## config.mk

```make
export PLATFORM = sky130hd
export DESIGN_NAME = gpio_pin_config
export DESIGN_NICKNAME = d
export VERILOG_FILES = /design/src/gpio_cfg_pkg.sv /design/src/gpio_pin_config.sv /design/src/gpio_pin_cell.sv
export SDC_FILE = /design/constraint.sdc
export NUM_CORES = 1
export LEC_CHECK = 0
export BUFFER_PORTS_ARGS = -buffer_cell sky130_fd_sc_hd__buf_2
export CAP_MARGIN = 40
export CORE_UTILIZATION = 45
export DETAILED_ROUTE_END_ITERATION = 7
export PLACE_DENSITY = 0.71
export SETUP_SLACK_MARGIN = 0.4
export SYNTH_ARGS = -nofsm -noshare
export SYNTH_HDL_FRONTEND = slang
export SYNTH_SLANG_ARGS = --single-unit
```

## constraint.sdc

```tcl
create_clock -name clk -period 3.55 [get_ports clk]
set_input_delay 0.5325 -clock clk [delete_from_list [all_inputs] [get_ports clk]]
set_output_delay 0.5325 -clock clk [all_outputs]
set_load 0.01 [all_outputs]
```

## src/gpio_cfg_pkg.sv

```systemverilog
// Package for the five-pin configurable I/O block: offsets, fields, resets.
// Assumes a 25 MHz clock and an Avalon-MM register slave with 32-bit data.
package gpio_cfg_pkg;
    localparam int NumPins = 5;
    localparam int AddrW = 8;
    // Printed offsets are register indices; byte address is four times.
    localparam logic [7:0] IdxPin37 = 8'h3a;
    localparam logic [7:0] IdxPin40 = 8'h3b;
    localparam logic [7:0] IdxPin41 = 8'h3c;
    localparam logic [7:0] IdxPin42 = 8'h3d;
    localparam logic [7:0] IdxPin43 = 8'h3e;
    localparam logic [7:0] IdxPinIn = 8'h40;
    localparam logic [7:0] IdxPinOut = 8'h41;
    localparam logic [7:0] IdxIrqStat = 8'h42;
    localparam logic [7:0] IdxIrqMask = 8'h43;
    localparam logic [7:0] IdxDevDis = 8'h44;
    localparam int BitDir = 0;
    localparam int BitPol = 1;
    localparam int BitAlt = 2;
    localparam int BitAltHi = 3;
    localparam int BitOdrv = 7;
    localparam logic [7:0] CfgReset = 8'h01;
    localparam logic [7:0] CfgMask1 = 8'h87;
    localparam logic [7:0] CfgMask2 = 8'h8f;
    localparam logic [1:0] Alt41Dens1 = 2'h1;
    localparam logic [1:0] Alt41Irq = 2'h2;
    localparam logic [1:0] Alt43Lock = 2'h1;
    localparam logic [1:0] Alt43Irq = 2'h3;
    localparam logic [31:0] ReadZero = 32'h0000_0000;
endpackage

```

## src/gpio_pin_config.sv

```systemverilog
//----------------------------------------------------------------------
// Behaviour
// - Bit 0 set makes the pin an input, clear makes it an output.
// - Bit 1 set inverts between pin and internal logic.
// - Bit 7 set gives an open-drain driver, clear push-pull.
// - Pin 3.7 alternate bit routes address bit 20 mask to the pin.
// - Pin 4.0 alternate bit carries drive density select 0.
// - Pin 4.1 field: GPIO, density select 1, edge interrupt 2, reserved.
// - Pin 4.2 alternate bit drives the active-low power event output.
// - Pin 4.3 field code 11 is edge interrupt 3; code 10 reserved.
// - Five consecutive configuration registers at offsets 3A to 3E.
// - Pin 4.3 code 01 forces non-inverted input and locks until reset.
// - In lock mode the device-disable register is writable only pin-low.
//----------------------------------------------------------------------
// Top of the pin configuration block with an Avalon-MM register slave.
// Assumes pins are asynchronous; rstn covers all power-on and bus resets.
`timescale 1ns/1ps
`default_nettype none
module gpio_pin_config
    import gpio_cfg_pkg::*;
#(
    parameter int NPins = 5
) (
    // Clock and reset
    input wire logic clk,
    input wire logic rstn,
    // Avalon-MM slave
    input wire logic [gpio_cfg_pkg::AddrW+1:0] address,
    input wire logic read,
    input wire logic write,
    input wire logic [31:0] writedata,
    input wire logic [3:0] byteenable,
    output logic [31:0] readdata,
    output logic waitrequest,
    // Alternate function sources
    input wire logic addressBit20Mask,
    input wire logic driveDensitySelect0,
    input wire logic driveDensitySelect1,
    input wire logic powerEvent,
    // Pins 3.7, 4.0 .. 4.3 in bits 0 to 4
    input wire logic [NPins-1:0] pinIn,
    output logic [NPins-1:0] pinOut,
    output logic [NPins-1:0] pinOe,
    // Status
    output logic [7:0] deviceDisable,
    output logic irq
);
    import gpio_cfg_pkg::*;
    //------------------------------------------------------------------
    // Parameter check
    //------------------------------------------------------------------
    // The pin map and the read mux are laid out for exactly five pins.
    if (NPins != NumPins) begin : gBadPins
        $error("NPins must be 5");
    end
    //------------------------------------------------------------------
    // Reset release
    //------------------------------------------------------------------
    logic rstA_q;
    logic rstnSync;
    always_ff @(posedge clk or negedge rstn) begin
        if (!rstn) begin
            rstA_q <= 1'b0;
            rstnSync <= 1'b0;
        end else begin
            rstA_q <= 1'b1;
            rstnSync <= rstA_q;
        end
    end
    //------------------------------------------------------------------
    // Bus decode
    //------------------------------------------------------------------
    logic [7:0] cfg_q [NPins];
    logic [NPins-1:0] gpOut_q;
    logic [1:0] stat_q;
    logic [1:0] mask_q;
    logic [7:0] devDis_q;
    logic ack_q;
    logic waitReq_q;
    logic [31:0] rd_q;
    logic [NPins-1:0] pOut_q;
    logic [NPins-1:0] pOe_q;
    logic irq_q;
    logic [NPins-1:0] coreIn;
    logic [NPins-1:0] coreOut;
    logic [NPins-1:0] padLvl;
    logic [NPins-1:0] cellOut;
    logic [NPins-1:0] cellOe;
    logic [NPins-1:0] cfgIn;
    logic [NPins-1:0] cfgInv;
    wire [7:0] idx = address[AddrW+1:2];
    wire access = (read || write) && !ack_q;
    // A write lands at the edge where the master sees waitrequest low.
    wire wrEn = write && ack_q && byteenable[0];
    wire rdEn = read && access;
    wire [7:0] wb = writedata[7:0];
    wire [2:0] cfgSel = 3'(idx - IdxPin37);
    wire cfgHit = (idx >= IdxPin37) && (idx <= IdxPin43);
    wire [1:0] alt41 = cfg_q[2][BitAltHi:BitAlt];
    wire [1:0] alt43 = cfg_q[4][BitAltHi:BitAlt];
    wire lock43 = alt43 == Alt43Lock;
    wire devDisWr = wrEn && idx == IdxDevDis && !(lock43 && padLvl[4]);
    //------------------------------------------------------------------
    // Pin cells
    //------------------------------------------------------------------
    assign coreOut[0] = cfg_q[0][BitAlt] ? addressBit20Mask : gpOut_q[0];
    assign coreOut[1] = cfg_q[1][BitAlt] ? driveDensitySelect0 : gpOut_q[1];
    assign coreOut[2] = (alt41 == Alt41Dens1) ? driveDensitySelect1 : gpOut_q[2];
    // Non-inverted output gives an active-low event level on the pin.
    assign coreOut[3] = cfg_q[3][BitAlt] ? !powerEvent : gpOut_q[3];
    assign coreOut[4] = gpOut_q[4];
    genvar g;
    generate
        for (g = 0; g < NPins; g++) begin : gPin
            assign cfgIn[g] = cfg_q[g][BitDir] || (g == 4 && lock43);
            assign cfgInv[g] = cfg_q[g][BitPol] && !(g == 4 && lock43);
            gpio_pin_cell uCell (
                .clk(clk),
                .rstnSync(rstnSync),
                .cfgInput(cfgIn[g]),
                .cfgInvert(cfgInv[g]),
                .cfgOpenDrain(cfg_q[g][BitOdrv]),
                .coreOut(coreOut[g]),
                .coreIn(coreIn[g]),
                .padLevel(padLvl[g]),
                .padIn(pinIn[g]),
                .padOut(cellOut[g]),
                .padOe(cellOe[g])
            );
        end
    endgenerate
    //------------------------------------------------------------------
    // Edge interrupts on pins 4.1 and 4.3
    //------------------------------------------------------------------
    logic [1:0] edgePrev_q;
    wire [1:0] edgeSrc = {coreIn[4], coreIn[2]};
    wire [1:0] edgeEn = {alt43 == Alt43Irq, alt41 == Alt41Irq};
    wire [1:0] edgeEvt = edgeEn & (edgeSrc ^ edgePrev_q);
    wire statRd = rdEn && idx == IdxIrqStat;
    // A new event wins over the clear by read.
    wire [1:0] stat_d = (statRd ? 2'h0 : stat_q) | edgeEvt;
    //------------------------------------------------------------------
    // Registers
    //------------------------------------------------------------------
    function automatic logic [7:0] cfgNext(input int i, input logic [7:0] old,
                                           input logic [7:0] w);
        logic [7:0] m;
        logic [7:0] n;
        m = (i == 2 || i == 4) ? CfgMask2 : CfgMask1;
        n = w & m;
        if (i == 4 && old[BitAltHi:BitAlt] == Alt43Lock) begin
            n[BitAltHi:BitAlt] = Alt43Lock;
        end
        return n;
    endfunction
    always_ff @(posedge clk or negedge rstnSync) begin
        if (!rstnSync) begin
            for (int i = 0; i < NPins; i++) begin
                cfg_q[i] <= CfgReset;
            end
        end else if (wrEn && cfgHit) begin
            cfg_q[cfgSel] <= cfgNext(int'(cfgSel), cfg_q[cfgSel], wb);
        end
    end
    wire outWr = wrEn && idx == IdxPinOut;
    wire maskWr = wrEn && idx == IdxIrqMask;
    // Pin output data for pins in basic I/O mode.
    always_ff @(posedge clk or negedge rstnSync) begin
        if (!rstnSync) begin
            gpOut_q <= '0;
        end else if (outWr) begin
            gpOut_q <= wb[NPins-1:0];
        end
    end
    // Interrupt mask, one bit per edge source.
    always_ff @(posedge clk or negedge rstnSync) begin
        if (!rstnSync) begin
            mask_q <= 2'h0;
        end else if (maskWr) begin
            mask_q <= wb[1:0];
        end
    end
    // Device-disable register, guarded by pin 4.3 in lock mode.
    always_ff @(posedge clk or negedge rstnSync) begin
        if (!rstnSync) begin
            devDis_q <= 8'h00;
        end else if (devDisWr) begin
            devDis_q <= wb;
        end
    end
    // Sticky status and the edge history.
    always_ff @(posedge clk or negedge rstnSync) begin
        if (!rstnSync) begin
            stat_q <= 2'h0;
            edgePrev_q <= 2'h0;
        end else begin
            stat_q <= stat_d;
            edgePrev_q <= edgeSrc;
        end
    end
    // Level interrupt, high while an unmasked status bit is set.
    always_ff @(posedge clk or negedge rstnSync) begin
        if (!rstnSync) begin
            irq_q <= 1'b0;
        end else begin
            irq_q <= |(stat_d & mask_q);
        end
    end
    // Registered pad drive, so the pins come straight from flops.
    always_ff @(posedge clk or negedge rstnSync) begin
        if (!rstnSync) begin
            pOut_q <= '0;
            pOe_q <= '0;
        end else begin
            pOut_q <= cellOut;
            pOe_q <= cellOe;
        end
    end
    //------------------------------------------------------------------
    // Read data and handshake
    //------------------------------------------------------------------
    wire [31:0] rdMux =
        cfgHit ? {24'h0, cfg_q[cfgSel]} :
        (idx == IdxPinIn) ? {27'h0, coreIn} :
        (idx == IdxPinOut) ? {27'h0, gpOut_q} :
        (idx == IdxIrqStat) ? {30'h0, stat_q} :
        (idx == IdxIrqMask) ? {30'h0, mask_q} :
        (idx == IdxDevDis) ? {24'h0, devDis_q} : ReadZero;
    // The answer comes one cycle after a request is taken.
    always_ff @(posedge clk or negedge rstnSync) begin
        if (!rstnSync) begin
            ack_q <= 1'b0;
            waitReq_q <= 1'b1;
        end else begin
            ack_q <= access;
            waitReq_q <= !access;
        end
    end
    // Read data are captured at the take edge and stand until the next read.
    always_ff @(posedge clk or negedge rstnSync) begin
        if (!rstnSync) begin
            rd_q <= ReadZero;
        end else if (rdEn) begin
            rd_q <= rdMux;
        end
    end
    assign waitrequest = waitReq_q;
    assign readdata = rd_q;
    assign pinOut = pOut_q;
    assign pinOe = pOe_q;
    assign irq = irq_q;
    assign deviceDisable = devDis_q;
    //------------------------------------------------------------------
    // Checks
    //------------------------------------------------------------------
    a_lock_holds: assert property (
        @(posedge clk) disable iff (!rstnSync)
        lock43 |=> lock43)
        else $error("lock field changed");
    a_lock_input: assert property (
        @(posedge clk) disable iff (!rstnSync)
        lock43 |-> cfgIn[4] && !cfgInv[4])
        else $error("lock pin not input");
    a_dir_input: assert property (
        @(posedge clk) disable iff (!rstnSync)
        cfg_q[0][BitDir] |-> !cellOe[0])
        else $error("input pin driven");
    a_od_low: assert property (
        @(posedge clk) disable iff (!rstnSync)
        cfg_q[1][BitOdrv] && cellOe[1] |-> !cellOut[1])
        else $error("open drain drove high");
    a_gpin_read: assert property (
        @(posedge clk) disable iff (!rstnSync)
        !lock43 |-> coreIn[4] == (padLvl[4] ^ cfg_q[4][BitPol]))
        else $error("input polarity wrong");
    a_pme_low: assert property (
        @(posedge clk) disable iff (!rstnSync)
        cfg_q[3][BitAlt] && !cfg_q[3][BitPol] && !cfg_q[3][BitOdrv]
        |-> cellOut[3] == !powerEvent)
        else $error("power event level wrong");
    a_a20_route: assert property (
        @(posedge clk) disable iff (!rstnSync)
        cfg_q[0][BitAlt] |-> coreOut[0] == addressBit20Mask)
        else $error("mask not routed");
    a_dens_route: assert property (
        @(posedge clk) disable iff (!rstnSync)
        cfg_q[1][BitAlt] |-> coreOut[1] == driveDensitySelect0)
        else $error("density 0 not routed");
    a_dd_guard: assert property (
        @(posedge clk) disable iff (!rstnSync)
        lock43 && padLvl[4] |=> $stable(devDis_q))
        else $error("disable register written while pin high");
    a_ack_one: assert property (
        @(posedge clk) disable iff (!rstnSync)
        (read || write) && waitrequest |=> !waitrequest)
        else $error("no answer in one cycle");
    a_edge_set: assert property (
        @(posedge clk) disable iff (!rstnSync)
        edgeEvt[0] |=> stat_q[0])
        else $error("edge lost");
    a_dens1_route: assert property (
        @(posedge clk) disable iff (!rstnSync)
        alt41 == Alt41Dens1 |-> coreOut[2] == driveDensitySelect1)
        else $error("density 1 not routed");
    a_irq41_gate: assert property (
        @(posedge clk) disable iff (!rstnSync)
        alt41 != Alt41Irq |-> !edgeEvt[0])
        else $error("pin 4.1 edge outside interrupt mode");
    a_irq43_gate: assert property (
        @(posedge clk) disable iff (!rstnSync)
        alt43 != Alt43Irq |-> !edgeEvt[1])
        else $error("pin 4.3 edge outside interrupt mode");
    a_edge43_set: assert property (
        @(posedge clk) disable iff (!rstnSync)
        edgeEvt[1] |=> stat_q[1])
        else $error("pin 4.3 edge lost");
    a_cfg_write: assert property (
        @(posedge clk) disable iff (!rstnSync)
        wrEn && idx == IdxPin37 |=> cfg_q[0] == ($past(wb) & CfgMask1))
        else $error("pin 3.7 configuration write lost");
    a_unmapped_zero: assert property (
        @(posedge clk) disable iff (!rstnSync)
        rdEn && !cfgHit && idx < IdxPinIn |=> rd_q == ReadZero)
        else $error("unmapped read not zero");
    a_dir_output: assert property (
        @(posedge clk) disable iff (!rstnSync)
        !cfgIn[2] && !cfg_q[2][BitOdrv] |-> cellOe[2])
        else $error("push-pull output not driven");
    a_inv_drive: assert property (
        @(posedge clk) disable iff (!rstnSync)
        !cfg_q[4][BitOdrv] |-> cellOut[4] == (gpOut_q[4] ^ cfgInv[4]))
        else $error("output polarity wrong");
    a_od_release: assert property (
        @(posedge clk) disable iff (!rstnSync)
        cfg_q[4][BitOdrv] && !cfgIn[4]
        |-> cellOe[4] == !(gpOut_q[4] ^ cfgInv[4]))
        else $error("open drain enable wrong");
    a_dd_write: assert property (
        @(posedge clk) disable iff (!rstnSync)
        devDisWr |=> devDis_q == $past(wb))
        else $error("disable register write lost");
    a_pin_read: assert property (
        @(posedge clk) disable iff (!rstnSync)
        coreIn[0] == (padLvl[0] ^ cfg_q[0][BitPol]))
        else $error("pin 3.7 input polarity wrong");
    a_stat_clear: assert property (
        @(posedge clk) disable iff (!rstnSync)
        statRd && !edgeEvt[0] |=> !stat_q[0])
        else $error("status not cleared by read");
    a_irq_level: assert property (
        @(posedge clk) disable iff (!rstnSync)
        irq_q == |(stat_q & $past(mask_q)))
        else $error("interrupt level wrong");
    a_wait_idle: assert property (
        @(posedge clk) disable iff (!rstnSync)
        !(read || write) |=> waitrequest)
        else $error("answer without request");
endmodule // gpio_pin_config
`default_nettype wire

```

## src/gpio_pin_cell.sv

```systemverilog
// One configurable pin: polarity, direction, driver type, input sync.
// Assumes the pin input is asynchronous to clk.
`timescale 1ns/1ps
`default_nettype none
module gpio_pin_cell (
    // Clock and reset
    input wire logic clk,
    input wire logic rstnSync,
    // Configuration
    input wire logic cfgInput,
    input wire logic cfgInvert,
    input wire logic cfgOpenDrain,
    // Internal signals
    input wire logic coreOut,
    output logic coreIn,
    output logic padLevel,
    // Pad
    input wire logic padIn,
    output logic padOut,
    output logic padOe
);
    logic syncA_q;
    logic syncB_q;
    logic drive;
    always_ff @(posedge clk or negedge rstnSync) begin
        if (!rstnSync) begin
            syncA_q <= 1'b0;
            syncB_q <= 1'b0;
        end else begin
            syncA_q <= padIn;
            syncB_q <= syncA_q;
        end
    end
    assign padLevel = syncB_q;
    assign coreIn = syncB_q ^ cfgInvert;
    assign drive = coreOut ^ cfgInvert;
    // Open drain drives only low; push-pull drives both levels.
    assign padOut = cfgOpenDrain ? 1'b0 : drive;
    assign padOe = !cfgInput && (!cfgOpenDrain || !drive);
endmodule // gpio_pin_cell
`default_nettype wire

```

# Word-level counts from Yosys, hierarchy flattened

Cells that the tools add are included.

$add $sub $neg: 1
$lt $le $gt $ge: 4
Equal/unequal tests: 12
Muxes and demuxes: 25
Bitwise operators: 16
Reductions and logical operators: 49

Operators by type and width:

| kind                | number |
|---|---|
| $mux 32             | 5 |
| $bwmux 40           | 1 |
| $eq 8x7->1 const B  | 5 |
| $mux 8              | 4 |
| $bmux 8 s3          | 1 |
| $demux 8 s3         | 1 |
| $logic_and 1x1->1   | 20 |
| $logic_not 1->1     | 20 |
| $xor 1x1->1         | 10 |
| $mux 1              | 9 |
| $and 8x8->8         | 1 |
| $ge 8x6->1 const B  | 1 |
| $le 8x6->1 const B  | 1 |
| $logic_or 1x1->1    | 8 |
| $eq 2x1->1 const B  | 3 |
| $eq 3x3->1 const B  | 2 |
| $mux 2              | 3 |
| $and 2x2->2         | 2 |
| $eq 2x2->1 const B  | 2 |
| $ge 4x4->1 const B  | 1 |
| $lt 4x1->1 const B  | 1 |
| $mux 4              | 1 |
| $not 3->4           | 1 |
| $sub 3x2->3 const B | 1 |
| 3 further kinds     | 3 |

Flip-flop bits (word level): 116
Input bits: 59

# Logic depth before layout (Yosys ltp)

Gate-level depths: netlist of the first run.

Depth after elaboration: 10
Mapped depth: 9
Gate-level depth less buffers: 7

# By module

From an unflattened synthesis of the first run, not the netlist that was laid out.

Cell total of the unflattened synthesis: 292
Area total of the unflattened synthesis: 3,657.3 um2

By module, submodules not included:

| module          | instances | cells each | area each (um2) |
|---|---|---|---|
| gpio_pin_config | 1         | 262        | 3,250.6 |
| gpio_pin_cell   | 5         | 6          | 81.3 |

# Worst setup path after synthesis of the first run

No wires, ideal clock.

Path type: input port to flip-flop
From: input address[3] (netlist name)
To: register rd_q[2] (netlist: readdata[2])
Data arrival time: 1.929 ns
Path slack: 1.482 ns
Stages on the path: 8
Path buffers: 3
Cell sequence: buf_4 > inv_1 > ha_1 > clkbuf_1 > clkbuf_1 > o21ai_0 > a211oi_1 > a211oi_1

Longest elaborated chain between the ends: 7
Elaborated cells between the ends (all ways): 19

Ends and longest elaborated chain:

| element                                             | RTL line               | source |
|---|---|---|
| from (decl)                                         | gpio_pin_config.sv:28  | `input wire logic [gpio_cfg_pkg::AddrW+1:0] address,` |
| branches (longest 6 deep; another with $sub 3x2->3) | -                      |  |
| $mux 32 *                                           | gpio_pin_config.sv:223 | `cfgHit ? {24'h0, cfg_q[cfgSel]} :` |
| to (signal assigned)                                | gpio_pin_config.sv:242 | `rd_q <= ReadZero;` |
| to (signal assigned)                                | gpio_pin_config.sv:244 | `rd_q <= rdMux;` |
| to (decl)                                           | gpio_pin_config.sv:80  | `logic [31:0] rd_q;` |

Mark *: on every way between the ends. The select of a mux whose other input is x is not followed.
A chain may end at the register's enable or synchronous reset.

# Worst setup path in the final report of the first run

From: input address[3] (netlist name)
To: register rd_q[1] (netlist: readdata[1])

The elaborated chain is that of the path after synthesis.

==> results of run 1 <==
-- metal layers --
metal	up-vias	track usage (%)	wire, um
li1	1152	-	-
met1	1249	25.7	3300
met2	80	30.0	3790
met3	9	4.43	487
met4	0	5.77	102
met5	-	0	0
-- critical path, delay by kind of cell --
kind,cells,cell delay [ns]
compound gates,4,0.75
fa+ha+maj,1,0.60
buf+inv,2,0.56
-- layout by cell type, fill, tap and decap left out, drive strengths merged, types with 2 or more instances in the layout --
| cell type | instances |
|---|---|
| dfstp | 6 |
| mux2i | 11 |
| nor4 | 2 |
| o21ai | 9 |
| and4b | 2 |
| a22o | 3 |
| nor2 | 11 |
| nand3 | 4 |
| xor2 | 5 |
| a21oi | 10 |
| conb | 25 |
| xnor2 | 9 |
| inv | 5 |
| nor3 | 7 |
| clkbuf | 14 |
| nand2b | 2 |
| dfrtp | 71 |
| mux2 | 37 |
| nand4 | 2 |
| a2bb2oi | 2 |
| nand2 | 17 |
| o211ai | 3 |
| nand3b | 5 |
| a31oi | 5 |
| a21o | 3 |
| a22oi | 3 |
| buf | 58 |
| and2 | 3 |
| and3b | 2 |
| ha | 3 |
| a211oi | 3 |
| o311ai | 2 |
| nor2b | 12 |
-- per-stage QoR --
step	util [%]	area (sq um)
floorplan	-	3810
global placement	50.8	3990
detailed placement	50.8	3990
CTS	53.2	4170
global route	53.2	4170
finish	53.2	4170
-- sequential cells by signal (all words and copies together) (netlist names), 2 cells and up --
name / cells
readdata: 8
pinOut: 5
mask_q: 2
gPin.uCell.syncA_q: 5
pinOe: 5
deviceDisable: 8
alt43: 2
gpOut_q: 5
cfg_q: 13
alt41: 2
cfgInv: 4
gPin.uCell.padLevel: 5
edgePrev_q: 2
stat_q: 2
cfgIn: 4
-- layout make-up --
type / count / share of cell area [%]
sequential: 77 / 46.4
multi-input combinational: 213 / 38.6
timing repair buffer: 59 / 7.26
clock buffer: 14 / 3.42
tap: 102 / 3.06
clock inverter: 2 / 0.840
inverter: 5 / 0.450
-- kinds of logic (layout without fill, tap and decap cells) --
family | after synthesis | in the layout
compound gates | 48 | 48
simple gates | 74 | 74
flops | 77 | 77
other cells | 2 | 25
mux | 49 | 49
xor+xnor | 14 | 14
buf+inv | 41 | 80
fa+ha+maj | 3 | 3
-- path summary, 6_finish.rpt --
kind	from	end	slack [ns]	cells after the start
worst max-delay path	address[3]	readdata[1]	1.28	7
worst min-delay path	rstnSync	readdata[4]	0.29	0
worst max register to register	alt43[0]	deviceDisable[5]	1.69	3
worst min register to register	rstnSync	readdata[4]	0.29	0
max in group asynchronous	rstnSync	cfgIn[2]	2.25	1
min in group clk	pinIn[3]	gPin[3].uCell.syncA_q	0.29	1
-- power by group --
part / total, mW / switching (mW) / internal (mW)
logic: 0.150 / 0.0975 / 0.0524
registers: 0.926 / 0.0212 / 0.905
clock network: 0.617 / 0.291 / 0.326
total: 1.69 / 0.410 / 1.28
==> flow_results.xml, run 1 <==
<?xml version="1.0" encoding="UTF-8"?>
<metrics>
  <group name="timing">
    <metric name="fmaxAchievable" unit="MHz">440</metric>
    <metric name="report.final.hold_viol_count" unit="">0</metric>
    <metric name="tightest_slew" unit="ns">0.705</metric>
    <metric name="relSlewSlack" unit="%">53.0</metric>
    <metric name="setup-violations-final" unit="">0</metric>
    <metric name="rsz_0062_raised_after_global_routing" unit="">false</metric>
    <metric name="worst_clock_skew" unit="ns">0.0110</metric>
    <metric name="totalNegativeSetupSlack" unit="ns">0</metric>
    <metric name="min_period" unit="ns">2.27</metric>
    <metric name="setup_slack_after_layout" unit="ns">1.28</metric>
    <metric name="layout_worst_path_cycle_share" unit="%">64.0</metric>
    <metric name="tightest_hold_margin" unit="ns">0.288</metric>
    <metric name="slew_violations" unit="">0</metric>
  </group>
  <group name="power">
    <metric name="powerDensity" unit="nW/um^2">406</metric>
    <metric name="p_leak" unit="nW">2.01</metric>
    <metric name="p_total" unit="mW">1.69</metric>
    <metric name="max-vdd-ir-drop" unit="mV">0.254</metric>
  </group>
  <group name="worst_setup_path">
    <metric name="max_stage_delay" unit="ns">0.60</metric>
    <metric name="cell_chain_critical_path" unit="">buf_2 -&gt; inv_1 -&gt; ha_1 -&gt; o21ai_0 -&gt; a21oi_1 -&gt; a2bb2oi_1 -&gt; a21oi_1</metric>
    <metric name="crit_required" unit="ns">3.74</metric>
    <metric name="critPathKind" unit="">primary input to flip-flop</metric>
    <metric name="arrival_worst_endpoint" unit="ns">2.46</metric>
    <metric name="path_max_fanout" unit="">23</metric>
    <metric name="setup.worst_path.start_class" unit="">primary input</metric>
    <metric name="critical_path.slowest_cell" unit="">ha_1</metric>
    <metric name="dominant_cell_type_by_count_on_the_critical_path" unit="">a21oi_1</metric>
    <metric name="cp-end-kind" unit="">flip-flop</metric>
  </group>
  <group name="grt">
    <metric name="grt.overflow.total" unit="">0</metric>
    <metric name="grt_first_pass_wirelength" unit="mm">12.2</metric>
    <metric name="grt_max_degree" unit="">49</metric>
    <metric name="vias_in_the_first_global_route" unit="">2346</metric>
    <metric name="antenna_violations_before_repair" unit="">0</metric>
    <metric name="globalRouteTotalUtil" unit="%">18.9</metric>
  </group>
  <group name="cts">
    <metric name="worst_skew_pair_latency" unit="ns">0.34</metric>
    <metric name="clock_sinks" unit="">77</metric>
    <metric name="hold_buffers" unit="">1</metric>
    <metric name="postCtsSetupRepairBufs" unit="">0</metric>
    <metric name="clock_tree_from_tritoncts" unit="">built</metric>
    <metric name="number_of_buffers_created_by_cts" unit="">9</metric>
    <metric name="cts.root.buffer_cell" unit="">clkbuf_8</metric>
    <metric name="max-clock-path-buffers" unit="">2</metric>
    <metric name="cts_resized" unit="">0</metric>
    <metric name="cts-htree-levels" unit="">3</metric>
    <metric name="cts.reportedPaths.clkPinSlew" unit="ns">0.07</metric>
  </group>
  <group name="yosys">
    <metric name="post_synth_num_cell_types" unit="">50</metric>
    <metric name="ys.warnings.count" unit="">0</metric>
    <metric name="synth_xor_xnor_area_share" unit="%">3.30</metric>
    <metric name="async_reset_ff_share" unit="%">100</metric>
    <metric name="netlist_area" unit="sq um">3720</metric>
    <metric name="synth_fa_ha_area_share" unit="%">1.01</metric>
    <metric name="synth-compound-area-share" unit="%">9.35</metric>
    <metric name="post-synth-top-area-cell" unit="">dfrtp_1</metric>
    <metric name="synth_top_area_share" unit="%">47.8</metric>
    <metric name="synth_flop_cell" unit="">dfrtp_1</metric>
    <metric name="synthCells" unit="">308</metric>
    <metric name="synth_top_cells_by_count" unit="">dfrtp_1, mux2_2, buf_4</metric>
    <metric name="synthTopCellsByArea" unit="">dfrtp_1, mux2_2, buf_4</metric>
    <metric name="synth_top_family_by_area" unit="">multiplexers</metric>
    <metric name="synth-edff-count" unit="">0</metric>
    <metric name="syn_avg_cell_area" unit="sq um">12.1</metric>
    <metric name="yosys_register_bits" unit="">77</metric>
    <metric name="synth_seq_area_share" unit="%">52.0</metric>
    <metric name="synth.most_common_cell" unit="">dfrtp_1</metric>
    <metric name="post_synth_mux_area_share" unit="%">15.0</metric>
    <metric name="synthSimpleGateAreaFrac" unit="%">12.1</metric>
  </group>
  <group name="run_status">
    <metric name="outcome" unit="">finished clean</metric>
  </group>
  <group name="routing">
    <metric name="detailedRoute.firstPassIterationCount" unit="">4</metric>
    <metric name="wl" unit="mm">7.68</metric>
    <metric name="routed_wire_length_per_instance" unit="um">16.3</metric>
    <metric name="drc_errors" unit="">0</metric>
    <metric name="ant_nets" unit="">0</metric>
    <metric name="num_vias" unit="">2490</metric>
    <metric name="drtIter0Drc" unit="">232</metric>
    <metric name="viasPerCell" unit="">5.28</metric>
  </group>
  <group name="place">
    <metric name="port_buffers" unit="">57</metric>
    <metric name="detailedPlace.worstSlack" unit="ns">0.998</metric>
    <metric name="post-place-cells" unit="">455</metric>
    <metric name="hpwlAfterDp" unit="mm">5.62</metric>
    <metric name="routabilityCongestion" unit="">0.971</metric>
  </group>
  <group name="min_path">
    <metric name="hp-class" unit="">flip-flop to asynchronous set/reset pin</metric>
  </group>
  <group name="finish">
    <metric name="synthToLayoutAreaGrowth" unit="%">12.2</metric>
    <metric name="layout.cells.non_filler" unit="">472</metric>
    <metric name="multi_input_area" unit="sq um">1610</metric>
    <metric name="antenna-diode-count" unit="">0</metric>
    <metric name="drive_above_1_share" unit="%">33.8</metric>
    <metric name="final_nets" unit="">427</metric>
    <metric name="nFillCells" unit="">688</metric>
    <metric name="final-seq-area" unit="sq um">1940</metric>
  </group>
  <group name="floorplanning">
    <metric name="number_of_core_rows" unit="">32</metric>
    <metric name="start_util" unit="%">47.4</metric>
    <metric name="floorplan.die_area" unit="sq um">8630</metric>
    <metric name="die_x" unit="um">92.9</metric>
    <metric name="core" unit="sq um">7850</metric>
    <metric name="chipHeight" unit="um">92.9</metric>
    <metric name="ios" unit="">111</metric>
  </group>
  <group name="flow_run">
    <metric name="maxCapViolCount" unit="">0</metric>
  </group>
</metrics>
No activity file was read; power rests on OpenSTA's default activity.
==> run 2, diff against run 1 <==
Settings changed: ABC_AREA set to 1, PLACE_DENSITY 0.71 to 0.74.
Clock period 3.55 ns to 2.05 ns, I/O delays scaled along.
==> run 2 against run 1 <==
Against the previous run:
- sequential power is 72% higher
- clock-buffer cell count down 1
- synthesized cell count is 43% higher
- wire length grew 11%
- non-clock buffer count rose by 7
- first-iteration DRC count up 22%
- via count rose by 23%
- synthesized area is 2.7% higher
- clock skew is 0.0079 ns lower
- hold slack got worse by 0.22 ns
==> flow_results.xml, run 2 <==
<?xml version="1.0" encoding="UTF-8"?>
<metrics>
  <group name="finish">
    <metric name="final_nets" unit="">572</metric>
    <metric name="mostFrequentLayoutCell" unit="">nand2_1</metric>
    <metric name="drive_above_1_share" unit="%">20.4</metric>
    <metric name="layout.cells.non_filler" unit="">619</metric>
    <metric name="final_cell_mix" unit="">nand2_1, dfrtp_1, buf_2, inv_1, nor2_1</metric>
    <metric name="nFillCells" unit="">768</metric>
    <metric name="antenna-diode-count" unit="">0</metric>
    <metric name="max_flop_register" unit="">cfg_q</metric>
    <metric name="synthToLayoutAreaGrowth" unit="%">13.7</metric>
    <metric name="layout.cell_area.non_filler" unit="sq um">4340</metric>
    <metric name="largest_register_ff_count" unit="">13</metric>
    <metric name="final_util" unit="%">52.9</metric>
  </group>
  <group name="yosys">
    <metric name="ys.warnings.count" unit="">0</metric>
    <metric name="syn_avg_cell_area" unit="sq um">8.68</metric>
    <metric name="synth_fa_ha_area_share" unit="%">0.983</metric>
    <metric name="synth_seq_area_share" unit="%">50.6</metric>
    <metric name="synth_top_cells_by_count" unit="">nand2_1, dfrtp_1, inv_1</metric>
    <metric name="synthSimpleGateAreaFrac" unit="%">26.4</metric>
    <metric name="synth_top_area_share" unit="%">46.5</metric>
    <metric name="synth_flop_cell" unit="">dfrtp_1</metric>
    <metric name="async_reset_ff_share" unit="%">100</metric>
    <metric name="synth.most_common_cell" unit="">nand2_1</metric>
    <metric name="synthTopCellsByArea" unit="">dfrtp_1, nand2_1, inv_1</metric>
    <metric name="post_synth_num_cell_types" unit="">34</metric>
    <metric name="synth_top_family_by_area" unit="">simple AND/OR/NAND/NOR gates</metric>
    <metric name="synth-edff-count" unit="">0</metric>
    <metric name="synthCells" unit="">440</metric>
    <metric name="post-synth-top-area-cell" unit="">dfrtp_1</metric>
    <metric name="post_synth_mux_area_share" unit="%">0</metric>
    <metric name="yosys_register_bits" unit="">77</metric>
    <metric name="synth_xor_xnor_area_share" unit="%">2.06</metric>
    <metric name="netlist_area" unit="sq um">3820</metric>
    <metric name="synth-compound-area-share" unit="%">8.71</metric>
  </group>
  <group name="cts">
    <metric name="clock_sinks" unit="">77</metric>
    <metric name="cts.root.buffer_cell" unit="">clkbuf_8</metric>
    <metric name="clock_tree_from_tritoncts" unit="">built</metric>
    <metric name="worst_skew_pair_latency" unit="ns">0.34</metric>
    <metric name="number_of_buffers_created_by_cts" unit="">9</metric>
    <metric name="cts.reportedPaths.clkPinSlew" unit="ns">0.07</metric>
    <metric name="cts_resized" unit="">0</metric>
    <metric name="hold_buffers" unit="">1</metric>
    <metric name="postCtsSetupRepairBufs" unit="">0</metric>
    <metric name="cts-htree-levels" unit="">3</metric>
    <metric name="max-clock-path-buffers" unit="">2</metric>
  </group>
  <group name="timing">
    <metric name="totalNegativeSetupSlack" unit="ns">0</metric>
    <metric name="report.final.hold_viol_count" unit="">0</metric>
    <metric name="layout_worst_path_cycle_share" unit="%">73.5</metric>
    <metric name="rsz_0062_raised_after_global_routing" unit="">false</metric>
    <metric name="setup-violations-final" unit="">0</metric>
    <metric name="slew_violations" unit="">0</metric>
    <metric name="min_period" unit="ns">1.51</metric>
    <metric name="fmaxAchievable" unit="MHz">663</metric>
    <metric name="worst_clock_skew" unit="ns">0.00316</metric>
  </group>
  <group name="routing">
    <metric name="wl" unit="mm">8.51</metric>
    <metric name="routed_wire_length_per_instance" unit="um">13.7</metric>
    <metric name="drc_errors" unit="">0</metric>
    <metric name="drtIter0Drc" unit="">282</metric>
    <metric name="ant_nets" unit="">0</metric>
    <metric name="num_vias" unit="">3056</metric>
    <metric name="detailedRoute.firstPassIterationCount" unit="">5</metric>
    <metric name="viasPerCell" unit="">4.94</metric>
  </group>
  <group name="worst_setup_path">
    <metric name="reg2reg_depth" unit="">3</metric>
    <metric name="critPathKind" unit="">flip-flop to flip-flop</metric>
    <metric name="number_of_buffer_and_inverter_stages_on_the_critical_path" unit="">0</metric>
    <metric name="cp_num_cells" unit="">3</metric>
    <metric name="critical_path.slowest_cell" unit="">nor3_4</metric>
    <metric name="cell_chain_critical_path" unit="">nand3_1 -&gt; nor3_4 -&gt; o21ai_0</metric>
    <metric name="cp-end-kind" unit="">flip-flop</metric>
    <metric name="setup.worst_path.start_class" unit="">flip-flop</metric>
    <metric name="max_stage_delay" unit="ns">0.53</metric>
    <metric name="crit_required" unit="ns">2.25</metric>
    <metric name="arrival_worst_endpoint" unit="ns">1.71</metric>
    <metric name="crit_family" unit="">simple AND/OR/NAND/NOR gates</metric>
    <metric name="path_max_fanout" unit="">11</metric>
  </group>
  <group name="floorplanning">
    <metric name="die_x" unit="um">94.1</metric>
    <metric name="chipHeight" unit="um">94.1</metric>
    <metric name="start_util" unit="%">46.5</metric>
    <metric name="floorplan.die_area" unit="sq um">8860</metric>
    <metric name="number_of_core_rows" unit="">33</metric>
    <metric name="core" unit="sq um">8220</metric>
    <metric name="ios" unit="">111</metric>
  </group>
  <group name="grt">
    <metric name="use_met2" unit="%">32.8</metric>
    <metric name="global_route.usage.met1" unit="%">28.6</metric>
    <metric name="grt.overflow.total" unit="">0</metric>
    <metric name="grt_max_degree" unit="">76</metric>
    <metric name="globalRouteTotalUtil" unit="%">21.5</metric>
    <metric name="vias_in_the_first_global_route" unit="">2972</metric>
    <metric name="grt_first_pass_wirelength" unit="mm">14.1</metric>
    <metric name="antenna_violations_before_repair" unit="">0</metric>
    <metric name="busiest_layer_in_global_routing" unit="">met2</metric>
    <metric name="gr-usage-met3" unit="%">5.34</metric>
  </group>
  <group name="min_path">
    <metric name="hp-class" unit="">primary input to flip-flop</metric>
    <metric name="number_of_instances_on_the_worst_hold_path" unit="">1</metric>
  </group>
  <group name="place">
    <metric name="post-place-cells" unit="">603</metric>
    <metric name="hpwlAfterDp" unit="mm">6.36</metric>
    <metric name="dpl-instance-area" unit="sq um">4180</metric>
    <metric name="port_buffers" unit="">57</metric>
    <metric name="routabilityCongestion" unit="">0.973</metric>
  </group>
  <group name="power">
    <metric name="powerDensity" unit="nW/um^2">653</metric>
    <metric name="p_leak" unit="nW">2.19</metric>
    <metric name="p_total" unit="mW">2.84</metric>
    <metric name="max-vdd-ir-drop" unit="mV">0.331</metric>
  </group>
  <group name="run_status">
    <metric name="outcome" unit="">finished clean</metric>
  </group>
  <group name="flow_run">
    <metric name="maxCapViolCount" unit="">0</metric>
  </group>
</metrics>
==> run 2: cell types whose count changed after synthesis, sizes merged, moves of 5 or more <==
cell | previous run | this run
nand2 | 17 | 110
inv | 5 | 53
nand3 | 4 | 42
mux2 | 37 | 0
nor2 | 11 | 45
o21ai | 9 | 39
nor2b | 12 | 0
mux2i | 11 | 0
clkbuf | 7 | 1
a31oi | 5 | 0
==> run 2: area by class of cell <==
class                      instances  area [sq um]  share of cell area (%)
clock inverter                     2          10.0                   0.230
multi-input combinational        303          1550                    35.7
sequential                        77          1940                    44.6
inverter                          53           199                    4.58
tap                              105           131                    3.02
clock buffer                      13           149                    3.43
timing repair buffer              66           368                    8.47
==> run 2: power breakdown <==
group          total [mW]  switching (mW)  internal [mW]  leakage, nW
Combinational       0.276           0.192         0.0842         1.15
Sequential           1.59          0.0233           1.56        0.954
Clock               0.975           0.511          0.464       0.0833
Total                2.84           0.727           2.11         2.19
==> run 2: logic make-up after synthesis <==
family,count (synthesis)
compound gates,59
xor+xnor,9
simple gates,207
flops,77
other cells,2
fa+ha+maj,3
buf+inv,83
==> run 2: stage by stage <==
step | hold slack (ns) | worst slack, ns
final | 0.0704 | 0.543
after global routing | 0.0446 | 0.424
after CTS | 0.0548 | 0.528
after detailed placement | 0.0970 | 0.305
after global placement | 0.0928 | 0.337
after floorplan | 0.0119 | 0.657
==> run 2: path summary, 6_finish.rpt <==
| path | startpoint | end | slack, ns |
|---|---|---|---|
| setup / recovery | ack_q | deviceDisable[5] | 0.54 |
| max in group asynchronous | rstnSync | waitrequest | 1.39 |
| hold / removal | pinIn[4] | gPin[4].uCell.syncA_q | 0.07 |
| setup reg to reg | ack_q | deviceDisable[5] | 0.54 |
| hold reg to reg | rstnSync | pinOut[4] | 0.27 |
| min in group asynchronous | rstnSync | pinOut[4] | 0.27 |
==> run 2: routing by layer <==
metal  wire length [um]  vias to the layer above
met5                  0                        -
met4                284                        0
met3                475                       27
met2               3900                      117
met1               3850                     1419
li1                   -                     1493
==> run 2: worst register-to-register path, delay by kind of cell, from the launching register on <==
family | cells | cell delay (ns)
compound gates | 1 | 0.16
flops | 1 | 0.37
simple gates | 2 | 0.85
==> run 3, diff against run 2 <==
Settings changed: PLACE_DENSITY 0.74 to 0.71.
Clock period 2.05 ns to 1.4 ns, I/O delays scaled along.
==> run 3 against run 2 <==
Against the previous run:
- clock power increased by 97%
- register-to-register slack worse by 0.45 ns
- wire length grew 31%
- critical path type unchanged
- largest power group unchanged
==> flow_results.xml, run 3 (synthesis gave the netlist of run 2 again) <==
<?xml version="1.0" encoding="UTF-8"?>
<metrics>
  <group name="power">
    <metric name="powerDensity" unit="nW/um^2">890</metric>
    <metric name="power_frac_seq" unit="%">47.6</metric>
    <metric name="pwr-share-comb" unit="%">13.1</metric>
    <metric name="p_total" unit="mW">4.90</metric>
    <metric name="switching_share" unit="%">26.5</metric>
    <metric name="p_switching" unit="mW">1.30</metric>
    <metric name="internal_power" unit="mW">3.60</metric>
    <metric name="max-vdd-ir-drop" unit="mV">0.417</metric>
    <metric name="p_leak" unit="nW">2.61</metric>
    <metric name="power.share.clock" unit="%">39.3</metric>
  </group>
  <group name="cts">
    <metric name="clock_sinks" unit="">77</metric>
    <metric name="clock_tree_from_tritoncts" unit="">built</metric>
    <metric name="number_of_buffers_created_by_cts" unit="">9</metric>
    <metric name="worst_skew_pair_latency" unit="ns">0.36</metric>
    <metric name="cts.root.buffer_cell" unit="">clkbuf_8</metric>
    <metric name="max-clock-path-buffers" unit="">2</metric>
    <metric name="cts-htree-levels" unit="">3</metric>
    <metric name="cts.reportedPaths.clkPinSlew" unit="ns">0.08</metric>
  </group>
  <group name="timing">
    <metric name="tightest_hold_margin" unit="ns">0.0626</metric>
    <metric name="rsz_0062_raised_after_global_routing" unit="">true</metric>
    <metric name="worst_clock_skew" unit="ns">0.00987</metric>
    <metric name="totalNegativeSetupSlack" unit="ns">0</metric>
    <metric name="setup_slack_after_layout" unit="ns">0.0914</metric>
    <metric name="report.final.hold_viol_count" unit="">0</metric>
    <metric name="min_period" unit="ns">1.31</metric>
    <metric name="fmaxAchievable" unit="MHz">764</metric>
    <metric name="slew_violations" unit="">0</metric>
    <metric name="layout_worst_path_cycle_share" unit="%">93.5</metric>
    <metric name="setup-violations-final" unit="">0</metric>
  </group>
  <group name="worst_setup_path">
    <metric name="path_max_fanout" unit="">4</metric>
    <metric name="regToRegEndpoint" unit="">stat_q[1]</metric>
    <metric name="worst_setup_path_startpoint" unit="">alt43[0]</metric>
    <metric name="setup.worst_path.start_class" unit="">flip-flop</metric>
    <metric name="regToRegStartpoint" unit="">alt43[0]</metric>
    <metric name="arrival_worst_endpoint" unit="ns">1.57</metric>
    <metric name="worstSetupEndpoint" unit="">stat_q[1]</metric>
    <metric name="crit_required" unit="ns">1.66</metric>
    <metric name="ff2ff_setup_slack" unit="ns">0.09</metric>
    <metric name="cp-end-kind" unit="">flip-flop</metric>
    <metric name="reg2reg_depth" unit="">7</metric>
    <metric name="critPathKind" unit="">flip-flop to flip-flop</metric>
  </group>
  <group name="flow_run">
    <metric name="maxCapViolCount" unit="">0</metric>
  </group>
  <group name="grt">
    <metric name="grt_first_pass_wirelength" unit="mm">16.2</metric>
    <metric name="globalRouteTotalUtil" unit="%">24.7</metric>
    <metric name="grt_max_degree" unit="">76</metric>
    <metric name="vias_in_the_first_global_route" unit="">3263</metric>
    <metric name="antenna_violations_before_repair" unit="">0</metric>
    <metric name="grt.overflow.total" unit="">0</metric>
  </group>
  <group name="routing">
    <metric name="num_vias" unit="">3554</metric>
    <metric name="routed_wire_length_per_instance" unit="um">16.3</metric>
    <metric name="drc_errors" unit="">0</metric>
    <metric name="ant_nets" unit="">0</metric>
    <metric name="wl" unit="mm">11.1</metric>
    <metric name="drtIter0Drc" unit="">412</metric>
    <metric name="detailedRoute.firstPassIterationCount" unit="">5</metric>
    <metric name="viasPerCell" unit="">5.21</metric>
  </group>
  <group name="run_status">
    <metric name="outcome" unit="">finished clean</metric>
  </group>
  <group name="floorplanning">
    <metric name="floorplan.die_area" unit="sq um">8860</metric>
    <metric name="ios" unit="">111</metric>
    <metric name="die_x" unit="um">94.1</metric>
    <metric name="number_of_core_rows" unit="">33</metric>
    <metric name="core" unit="sq um">8220</metric>
    <metric name="start_util" unit="%">46.5</metric>
    <metric name="chipHeight" unit="um">94.1</metric>
  </group>
  <group name="place">
    <metric name="dpl-instance-area" unit="sq um">4470</metric>
    <metric name="detailedPlace.worstSlack" unit="ns">-0.101</metric>
    <metric name="port_buffers" unit="">57</metric>
    <metric name="hpwlAfterDp" unit="mm">6.65</metric>
    <metric name="routabilityCongestion" unit="">0.898</metric>
  </group>
  <group name="finish">
    <metric name="drive_above_1_share" unit="%">44.7</metric>
    <metric name="final_nets" unit="">634</metric>
    <metric name="synthToLayoutAreaGrowth" unit="%">44.1</metric>
    <metric name="layout.cell_area.non_filler" unit="sq um">5500</metric>
    <metric name="mostFrequentLayoutCell" unit="">nand2_1</metric>
    <metric name="final_cell_mix" unit="">nand2_1, dfrtp_1, buf_2, buf_4, inv_1</metric>
    <metric name="antenna-diode-count" unit="">0</metric>
    <metric name="max_flop_register" unit="">cfg_q</metric>
    <metric name="largest_register_ff_count" unit="">13</metric>
  </group>
  <group name="min_path">
    <metric name="holdCritStartpoint" unit="">writedata[6]</metric>
    <metric name="hp-class" unit="">primary input to flip-flop</metric>
  </group>
</metrics>
==> run 3: cell types whose count changed in the layout (fill, tap and decap cells not counted), moves of 8 or more <==
cell and change:
nand2_2 +28, buf_4 +39, nand2_1 -37, o21ai_2 +13, nor2_1 -9, inv_1 -11, o21ai_0 -8, nand2_4 +8
buf_6 +9
==> run 3: final cells by class <==
type / count / area (sq um)
Multi-Input combinational cell: 309 / 2070
Sequential cell: 77 / 1940
Clock inverter: 5 / 83.8
Timing Repair Buffer: 122 / 897
Tap cell: 105 / 131
Fill cell: 605 / 2710
Inverter: 53 / 236
Clock buffer: 11 / 141
==> run 3: metal layers <==
metal	up-vias	part of all wire, %	track usage, %
li1	1644	-	-
met1	1710	41	32.4
met2	168	51	41.0
met3	32	5.6	4.53
met4	0	2.8	8.21
met5	-	0	0
==> run 3: critical path: stages, from the launching register on <==
cell      delay, ns
dfrtp_1        0.44
nand2_4        0.14
nand3_2        0.12
nand2_4        0.11
nand2_2        0.04
nand3b_1       0.13
nand2_1        0.09
buf_4          0.14
==> run 3: worst min path at each step <==
stage                             to  slack, ns  cells past startpoint
floorplan                     rstA_q      -0.09                      0
global placement              rstA_q     -0.005                      1
detailed placement          rstnSync    -0.0001                      1
CTS                 deviceDisable[6]       0.08                      3
global route        deviceDisable[6]       0.07                      3
finish              deviceDisable[6]       0.06                      3
==> run 3: power groups by stage <==
stage	combinational (mW)	clock [mW]	sequential, mW
global placement	0.475	0	2.36
CTS	0.561	1.93	2.33
finish	0.644	1.92	2.33
floorplan	0.291	0	2.40
detailed placement	0.484	0	2.37
global route	0.699	2.01	2.34
==> run 3: through the flow <==
| step | util (%) | instances |
|---|---|---|
| 2_1_floorplan | - | 463 |
| 3_3_place_gp | 54.4 | 621 |
| 3_5_place_dp | 54.4 | 621 |
| 4_1_cts | 62.0 | 666 |
| 5_1_grt | 67.0 | 682 |
| 6_report | 67.0 | 682 |
==> run 3: what timing repair did <==
item,4_1_cts,5_1_grt
endpoints found under the hold margin,7,0
endpoints found under the setup margin,85,90
setup buffers,18,15
hold buffers,6,0
pin swaps,29,24
gates resized for setup,35,70
cloned,5,1
